--- src/rtl/sfb_pkg.sv ---
// Constants and types shared by the status flag and bit operation block.
package sfb_pkg;

  // ---------------------------------------------------------------------------
  // Bus and data widths
  // ---------------------------------------------------------------------------
  localparam int unsigned APB_ADDR_W = 12;
  localparam int unsigned APB_DATA_W = 32;
  localparam int unsigned APB_STRB_W = 4;
  localparam int unsigned GPR_W      = 8;
  localparam int unsigned GPR_COUNT  = 32;
  localparam int unsigned GPR_IDX_W  = 5;
  localparam int unsigned BIT_IDX_W  = 3;
  localparam int unsigned OP_W       = 4;

  // ---------------------------------------------------------------------------
  // Register byte offsets
  // ---------------------------------------------------------------------------
  localparam logic [APB_ADDR_W-1:0] OFS_CMD      = 12'h000;
  localparam logic [APB_ADDR_W-1:0] OFS_STATUS   = 12'h004;
  localparam logic [APB_ADDR_W-1:0] OFS_GPR_SEL  = 12'h008;
  localparam logic [APB_ADDR_W-1:0] OFS_GPR_DATA = 12'h00c;

  // ---------------------------------------------------------------------------
  // Command word fields
  // ---------------------------------------------------------------------------
  localparam int unsigned CMD_OP_LSB  = 0;
  localparam int unsigned CMD_GPR_LSB = 8;
  localparam int unsigned CMD_BIT_LSB = 16;

  // ---------------------------------------------------------------------------
  // Status register flag positions
  // ---------------------------------------------------------------------------
  localparam int unsigned FLAG_C = 0;
  localparam int unsigned FLAG_Z = 1;
  localparam int unsigned FLAG_N = 2;
  localparam int unsigned FLAG_V = 3;
  localparam int unsigned FLAG_S = 4;
  localparam int unsigned FLAG_H = 5;
  localparam int unsigned FLAG_T = 6;
  localparam int unsigned FLAG_I = 7;

  // ---------------------------------------------------------------------------
  // Reset values
  // ---------------------------------------------------------------------------
  localparam logic [GPR_W-1:0]     STATUS_RST  = 8'h00;
  localparam logic [GPR_IDX_W-1:0] GPR_SEL_RST = 5'h00;

  // ---------------------------------------------------------------------------
  // Operation codes
  // ---------------------------------------------------------------------------
  typedef enum logic [OP_W-1:0] {
    NO_OP               = 4'h0,
    BIT_TO_TRANSFER_OP  = 4'h1,
    TRANSFER_TO_BIT_OP  = 4'h2,
    OVERFLOW_SET_OP     = 4'h3,
    OVERFLOW_CLEAR_OP   = 4'h4,
    SIGNED_SET_OP       = 4'h5,
    SIGNED_CLEAR_OP     = 4'h6,
    HALF_CARRY_SET_OP   = 4'h7,
    HALF_CARRY_CLEAR_OP = 4'h8
  } sfb_op_t;

endpackage

--- src/rtl/sfb_op_if.sv ---
// Interface between the control logic and the bit operation unit.
`timescale 1ns/10ps
interface sfb_op_if;
  sfb_pkg::sfb_op_t                   op;
  logic [sfb_pkg::BIT_IDX_W-1:0]      bit_sel;
  logic [sfb_pkg::GPR_W-1:0]          gpr_rdata;
  logic [sfb_pkg::GPR_W-1:0]          status_in;
  logic [sfb_pkg::GPR_W-1:0]          status_out;
  logic [sfb_pkg::GPR_W-1:0]          gpr_wdata;
  logic                               gpr_we;
  logic                               op_legal;

  modport ctrl (
    output op, bit_sel, gpr_rdata, status_in,
    input  status_out, gpr_wdata, gpr_we, op_legal
  );
  modport unit (
    input  op, bit_sel, gpr_rdata, status_in,
    output status_out, gpr_wdata, gpr_we, op_legal
  );
endinterface

--- src/rtl/sfb_bitop.sv ---
// Combinational bit and flag operation unit.
`timescale 1ns/10ps
module sfb_bitop (
  // Operation in, results out
  sfb_op_if.unit opif
);

  always_comb begin
    opif.status_out = opif.status_in;
    opif.gpr_wdata  = opif.gpr_rdata;
    opif.gpr_we     = 1'b0;
    opif.op_legal   = 1'b1;
    unique case (opif.op)
      sfb_pkg::NO_OP: begin
      end
      sfb_pkg::BIT_TO_TRANSFER_OP: begin
        opif.status_out[sfb_pkg::FLAG_T] = opif.gpr_rdata[opif.bit_sel];
      end
      sfb_pkg::TRANSFER_TO_BIT_OP: begin
        opif.gpr_wdata[opif.bit_sel] = opif.status_in[sfb_pkg::FLAG_T];
        opif.gpr_we                  = 1'b1;
      end
      sfb_pkg::OVERFLOW_SET_OP: begin
        opif.status_out[sfb_pkg::FLAG_V] = 1'b1;
      end
      sfb_pkg::OVERFLOW_CLEAR_OP: begin
        opif.status_out[sfb_pkg::FLAG_V] = 1'b0;
      end
      sfb_pkg::SIGNED_SET_OP: begin
        opif.status_out[sfb_pkg::FLAG_S] = 1'b1;
      end
      sfb_pkg::SIGNED_CLEAR_OP: begin
        opif.status_out[sfb_pkg::FLAG_S] = 1'b0;
      end
      sfb_pkg::HALF_CARRY_SET_OP: begin
        opif.status_out[sfb_pkg::FLAG_H] = 1'b1;
      end
      sfb_pkg::HALF_CARRY_CLEAR_OP: begin
        opif.status_out[sfb_pkg::FLAG_H] = 1'b0;
      end
      default: begin
        opif.op_legal = 1'b0;
      end
    endcase
  end

endmodule

--- src/rtl/sfb_regfile.sv ---
// General register file with one write port and a registered read port.
`timescale 1ns/10ps
module sfb_regfile #(
  parameter int unsigned DATA_W = 8,
  parameter int unsigned DEPTH  = 32,
  parameter int unsigned IDX_W  = 5
) (
  // Clock
  input  wire logic              clk_i,
  // Write port
  input  wire logic              we_i,
  input  wire logic [IDX_W-1:0]  waddr_i,
  input  wire logic [DATA_W-1:0] wdata_i,
  // Read port
  input  wire logic [IDX_W-1:0]  raddr_i,
  output logic      [DATA_W-1:0] rdata_o
);

  logic [DATA_W-1:0] mem [DEPTH];

  always_ff @(posedge clk_i) begin
    if (we_i) begin
      mem[waddr_i] <= wdata_i;
    end
  end

  always_ff @(posedge clk_i) begin
    rdata_o <= mem[raddr_i];
  end

endmodule

--- src/rtl/sfb_top.sv ---
// APB top level of the status flag and bit operation block.
`timescale 1ns/10ps

// What this block does
// - Bit-to-transfer op copies bit b of the source register into T, one cycle.
// - Transfer-to-bit op writes T into bit b of destination, flags unchanged.
// - Overflow set op forces V to one, clear op forces it zero.
// - Signed set op forces S to one, clear op forces it zero.
// - Half carry set op forces H to one, clear op forces it zero.
module sfb_top (
  // Clock and reset
  input  wire logic                             clk_i,
  input  wire logic                             rst_i,
  // APB slave
  input  wire logic                             psel_i,
  input  wire logic                             penable_i,
  input  wire logic                             pwrite_i,
  input  wire logic [sfb_pkg::APB_ADDR_W-1:0]   paddr_i,
  input  wire logic [sfb_pkg::APB_DATA_W-1:0]   pwdata_i,
  input  wire logic [sfb_pkg::APB_STRB_W-1:0]   pstrb_i,
  output logic      [sfb_pkg::APB_DATA_W-1:0]   prdata_o,
  output logic                                  pready_o,
  output logic                                  pslverr_o,
  // Status register to the core
  output logic      [sfb_pkg::GPR_W-1:0]        status_o
);

  // ---------------------------------------------------------------------------
  // Bus decode
  // ---------------------------------------------------------------------------
  logic                            pready_reg;
  logic                            pslverr_reg;
  logic [sfb_pkg::APB_DATA_W-1:0]  prdata_reg;
  logic [sfb_pkg::GPR_W-1:0]       status_reg;
  logic [sfb_pkg::GPR_IDX_W-1:0]   gpr_sel_reg;
  logic                            access;
  logic                            done;
  logic                            hit_cmd;
  logic                            hit_status;
  logic                            hit_sel;
  logic                            hit_data;
  logic                            unmapped;
  logic                            cmd_fire;
  logic                            status_wr;
  logic                            sel_wr;
  logic                            data_wr;
  logic                            mem_we;
  logic [sfb_pkg::GPR_IDX_W-1:0]   mem_waddr;
  logic [sfb_pkg::GPR_W-1:0]       mem_wdata;
  logic [sfb_pkg::GPR_IDX_W-1:0]   mem_raddr;
  logic [sfb_pkg::GPR_W-1:0]       mem_rdata;
  logic [sfb_pkg::GPR_IDX_W-1:0]   cmd_gpr;

  sfb_op_if opif ();

  assign access     = psel_i & penable_i;
  assign done       = access & pready_reg;
  assign hit_cmd    = (paddr_i == sfb_pkg::OFS_CMD);
  assign hit_status = (paddr_i == sfb_pkg::OFS_STATUS);
  assign hit_sel    = (paddr_i == sfb_pkg::OFS_GPR_SEL);
  assign hit_data   = (paddr_i == sfb_pkg::OFS_GPR_DATA);
  assign unmapped   = ~(hit_cmd | hit_status | hit_sel | hit_data);
  assign cmd_gpr    = pwdata_i[sfb_pkg::CMD_GPR_LSB +: sfb_pkg::GPR_IDX_W];

  // Commands run only at the completing edge of an error-free write.
  assign cmd_fire  = done & pwrite_i & hit_cmd & opif.op_legal;
  assign status_wr = done & pwrite_i & hit_status & pstrb_i[0];
  assign sel_wr    = done & pwrite_i & hit_sel & pstrb_i[0];
  assign data_wr   = done & pwrite_i & hit_data & pstrb_i[0];

  // ---------------------------------------------------------------------------
  // Operation unit and register file
  // ---------------------------------------------------------------------------
  // The register file is read from setup onward so its registered data is
  // ready before the access completes; this keeps each op to one edge.
  assign mem_raddr = hit_cmd ? cmd_gpr : gpr_sel_reg;
  assign mem_we    = (cmd_fire & opif.gpr_we) | data_wr;
  assign mem_waddr = hit_cmd ? cmd_gpr : gpr_sel_reg;
  assign mem_wdata = hit_cmd ? opif.gpr_wdata : pwdata_i[sfb_pkg::GPR_W-1:0];

  assign opif.op        = sfb_pkg::sfb_op_t'(pwdata_i[sfb_pkg::CMD_OP_LSB +: sfb_pkg::OP_W]);
  assign opif.bit_sel   = pwdata_i[sfb_pkg::CMD_BIT_LSB +: sfb_pkg::BIT_IDX_W];
  assign opif.gpr_rdata = mem_rdata;
  assign opif.status_in = status_reg;

  sfb_bitop u_bitop (
    .opif (opif.unit)
  );

  sfb_regfile #(
    .DATA_W (sfb_pkg::GPR_W),
    .DEPTH  (sfb_pkg::GPR_COUNT),
    .IDX_W  (sfb_pkg::GPR_IDX_W)
  ) u_regfile (
    .clk_i   (clk_i),
    .we_i    (mem_we),
    .waddr_i (mem_waddr),
    .wdata_i (mem_wdata),
    .raddr_i (mem_raddr),
    .rdata_o (mem_rdata)
  );

  // ---------------------------------------------------------------------------
  // Status and select registers
  // ---------------------------------------------------------------------------
  always_ff @(posedge clk_i) begin
    if (rst_i) begin
      status_reg <= sfb_pkg::STATUS_RST;
    end else if (status_wr) begin
      status_reg <= pwdata_i[sfb_pkg::GPR_W-1:0];
    end else if (cmd_fire) begin
      status_reg <= opif.status_out;
    end
  end

  always_ff @(posedge clk_i) begin
    if (rst_i) begin
      gpr_sel_reg <= sfb_pkg::GPR_SEL_RST;
    end else if (sel_wr) begin
      gpr_sel_reg <= pwdata_i[sfb_pkg::GPR_IDX_W-1:0];
    end
  end

  // ---------------------------------------------------------------------------
  // Bus answer
  // ---------------------------------------------------------------------------
  // Every transfer has exactly one wait cycle in its access phase.
  always_ff @(posedge clk_i) begin
    if (rst_i) begin
      pready_reg <= 1'b0;
    end else begin
      pready_reg <= access & ~pready_reg;
    end
  end

  always_ff @(posedge clk_i) begin
    if (rst_i) begin
      pslverr_reg <= 1'b0;
    end else begin
      pslverr_reg <= access & ~pready_reg & (unmapped | (hit_cmd & pwrite_i & ~opif.op_legal));
    end
  end

  always_ff @(posedge clk_i) begin
    if (rst_i) begin
      prdata_reg <= '0;
    end else if (access & ~pready_reg & ~pwrite_i) begin
      if (hit_status) begin
        prdata_reg <= {24'h000000, status_reg};
      end else if (hit_sel) begin
        prdata_reg <= {27'h0000000, gpr_sel_reg};
      end else if (hit_data) begin
        prdata_reg <= {24'h000000, mem_rdata};
      end else begin
        prdata_reg <= '0;
      end
    end
  end

  assign prdata_o  = prdata_reg;
  assign pready_o  = pready_reg;
  assign pslverr_o = pslverr_reg;
  assign status_o  = status_reg;
endmodule
--- config.mk ---
export PLATFORM = sky130hd
export DESIGN_NAME = sfb_top
export DESIGN_NICKNAME = d
export VERILOG_FILES = /design/src/rtl/sfb_pkg.sv /design/src/rtl/sfb_op_if.sv /design/src/rtl/sfb_bitop.sv /design/src/rtl/sfb_regfile.sv /design/src/rtl/sfb_top.sv
export SDC_FILE = /design/constraint.sdc
export NUM_CORES = 1
export LEC_CHECK = 0
export BUFFER_PORTS_ARGS = -buffer_cell sky130_fd_sc_hd__buf_2
export CORE_ASPECT_RATIO = 0.5
export CORE_MARGIN = 2
export CORE_UTILIZATION = 31
export CTS_BUF_LIST = sky130_fd_sc_hd__clkbuf_8 sky130_fd_sc_hd__clkbuf_16
export DETAILED_ROUTE_END_ITERATION = 6
export SLEW_MARGIN = 15
export SYNTH_ARGS = -nofsm -noshare
export SYNTH_HDL_FRONTEND = slang
export SYNTH_SLANG_ARGS = --single-unit
export TNS_END_PERCENT = 10
--- constraint.sdc ---
create_clock -name clk_i -period 4 [get_ports clk_i]
set_clock_uncertainty 0.05 [all_clocks]
set_input_delay 0.6 -clock clk_i [delete_from_list [all_inputs] [get_ports clk_i]]
set_output_delay 0.6 -clock clk_i [all_outputs]
set_load 0.005 [all_outputs]
==> impl_metrics.toml <==
[timing]
drv_slew = 0
relSlewSlack = 0.215
whs_ns = 0.262
tightest_slew_ns = 1.18
hold_viol_final = 0
tns_ns = 0
timing.fmax_mhz = 280
finalCritPeriodShare = 0.893
setup_viol = 0
rsz0062_at_grt = "false"
setup_ws_ns = 0.429
period_needed_ns = 3.57

[worst_setup_path]
worstPathCellList = "buf_2 > nor4_2 > a31oi_4 > nor2_2 > buf_4 > mux2_2 > a2111oi_0 > buf_4 > nand4_1"
cp_slowest_stage_delay_ns = 0.90
path_max_fanout = 20
cp-start-kind = "primary input"
endpoint_kind = "flop"
critPathRequiredTime_ns = 4.33
crit_arrival_ns = 3.90
crit_type = "in -> reg"
path_common_cell = "buf_4"
critPathSlowestCell = "nor2_2"
crit_family = "simple AND/OR/NAND/NOR gates"
cp.buffers_inverters = 3

[cts]
cts_hold_buf = 0
clk_path_buf_depth = 3
cts_tree = "done"
cts_sinks = 287
cts_buffers = 28
clk_latency_ns = 0.55
cts_max_level = 1
root_buffer = "clkbuf_16"
clk_pin_slew_ns = 0.06
post_cts_buffers = 0
post_cts_resized = 0

[placement]
io_buffers = 51
hpwl_um = 23400
dp_slack_ns = -0.174
gp_congestion = 0.970

[yosys]
yosysSeqAreaShare = 0.656
ys_async_sr_fraction = 0
synthSimpleGateAreaFrac = 0.114
synth_xor_area_frac = 0
synth_commonest_cells = "256 x edfxtp_1, 90 x nand3_1, 87 x o21ai_0"
synth-seq-cells = 287
synth-edff-count = 256
synth.distinct_cells = 54
synth-adder-area-share = 0
synth.area.top_cells = "edfxtp_1 61%, dfxtp_1 4.9%, nand3_1 3.6%, o21ai_0 3.4%, a21oi_1 3.1%"
ys_warn_count = 0
synth_mux_area_frac = 0.0488
synth_top_family_by_area = "compound AO/OA/AOI/OAI gates"
synth_compound_area_frac = 0.141
synthFlopType = "edfxtp_1"
synth_top_area_cell = "edfxtp_1"
netlist_area_um2 = 12700
synth_cells = 995
synth.top_cell.area_share = 0.607
yosysMostFrequentCell = "edfxtp_1"
synth.avg_cell_area_um2 = 12.7

[layout]
largest_reg_flops = 256
layout.nets = 1150
regArea_um2 = 8310
multiInputGateArea_um2 = 4000
n_antenna_cell = 0
top_register = "u_regfile.mem"
area_growth_pct = 17.7
layout-drive-gt1-share = 0.218
fillers = 3836

[detailed_routing]
dr.pass1.iters = 6
final_antenna_net_count = 0
num_vias = 9027
wire_per_inst_um = 20.9
drt_iter0_drc = 1016
via_per_inst = 5.44
totalWireLength_um = 34600
drc = 0

[pwr]
pwr-share-clk = 0.430
pwr-share-comb = 0.025
p_seq_frac = 0.545
powerDensity_nw_per_um2 = 403
switching_share = 0.200
internal-power_uw = 4800
p_switching_uw = 1200
peakVddDrop_v = 0.000289
leakage_uw = 0.00518

[global_route]
grt.overflow.total = 0
antenna_found_initial = 0
grt_pass1_wl_um = 52800
grt_max_degree = 79
gr-usage-all-layers = 0.161
grt_pass1_vias = 8648

[die]
fp.dieW_um = 290
die_h_um = 147
core-area_um2 = 40300
io_pins = 95
dieArea_um2 = 42600
start_util = 0.314
num_rows = 52

[flow_run]
maxCapViolCount = 0

[worst_hold_path]
hp-class = "in -> reg"

[run_status]
status = "complete, no violations"
==> kinds of logic after synthesis <==
family,count (synthesis)
multiplexers,55
AND/OR/NAND/NOR,278
buffers and inverters,99
AO/OA/AOI/OAI,275
other,1
flip-flops,287
==> worst paths after layout <==
path | startpoint | endpoint | slack [ns] | cells after the start
worst max-delay path | paddr_i[1] | u_regfile.rdata_o[3] | 0.43 | 9
worst min-delay path | pwdata_i[5] | status_o[5] | 0.26 | 3
worst max register to register | gpr_sel_reg[0] | u_regfile.rdata_o[3] | 0.58 | 8
worst min register to register | prdata_o[3] | prdata_o[3] | 0.44 | 2
==> cells in the final DEF, fill, tap and decap left out, drive strengths merged, types with 7 or more instances in the layout <==
cell / netlist / routed
o211a: 9 / 9
mux2i: 19 / 19
nor3b: 7 / 7
nor2: 72 / 72
buf: 40 / 145
nor3: 21 / 21
dfxtp: 31 / 31
clkbuf: 56 / 32
o21ai: 87 / 87
nand3: 90 / 90
a211oi: 8 / 8
clkinv: 0 / 10
edfxtp: 256 / 256
nand4: 12 / 12
a21oi: 79 / 79
inv: 3 / 8
conb: 1 / 24
mux2: 34 / 34
a2111oi: 33 / 33
a21boi: 18 / 18
nor4: 12 / 12
o21ba: 10 / 10
nand2: 21 / 21
a31oi: 7 / 7
and3: 18 / 18
==> per-stage QoR <==
stage          cell area [um2]  std cells  utilization  total power [uW]
2_1_floorplan            12700       1018            -              3420
3_3_place_gp             14000       1607        0.347              3480
3_5_place_dp             14000       1607        0.347              3480
4_1_cts                  14900       1659        0.369              6050
5_1_grt                  14900       1659        0.369              6190
6_report                 14900       1659        0.369              6000
==> metal layers <==
layer,up-vias,track usage,part of all wire
li1,4045,-,-
met3,69,0.0244,0.081
met2,430,0.261,0.47
met1,4483,0.227,0.42
met4,0,0.0413,0.024
met5,-,0,0
==> tightest hold or removal path, stage by stage <==
cell	delay (ns)
buf_2	0.11
nand2_1	0.05
a21oi_1	0.05
==> power by group through the flow <==
stage	combinational (uW)	sequential [uW]	clock, uW
2_1_floorplan	81.9	3330	0
3_3_place_gp	146	3330	0
3_5_place_dp	150	3330	0
4_1_cts	150	3270	2630
5_1_grt	165	3260	2760
6_report	151	3270	2580
==> cell type report <==
class	count	share of cell area
clock buffer	32	0.0515
inverter	3	0.000756
tap	540	0.0453
clock inverter	20	0.0101
timing repair buffer	145	0.0662
multi-input combinational	632	0.269
sequential	287	0.558
Power figures use the tool's default switching activity.
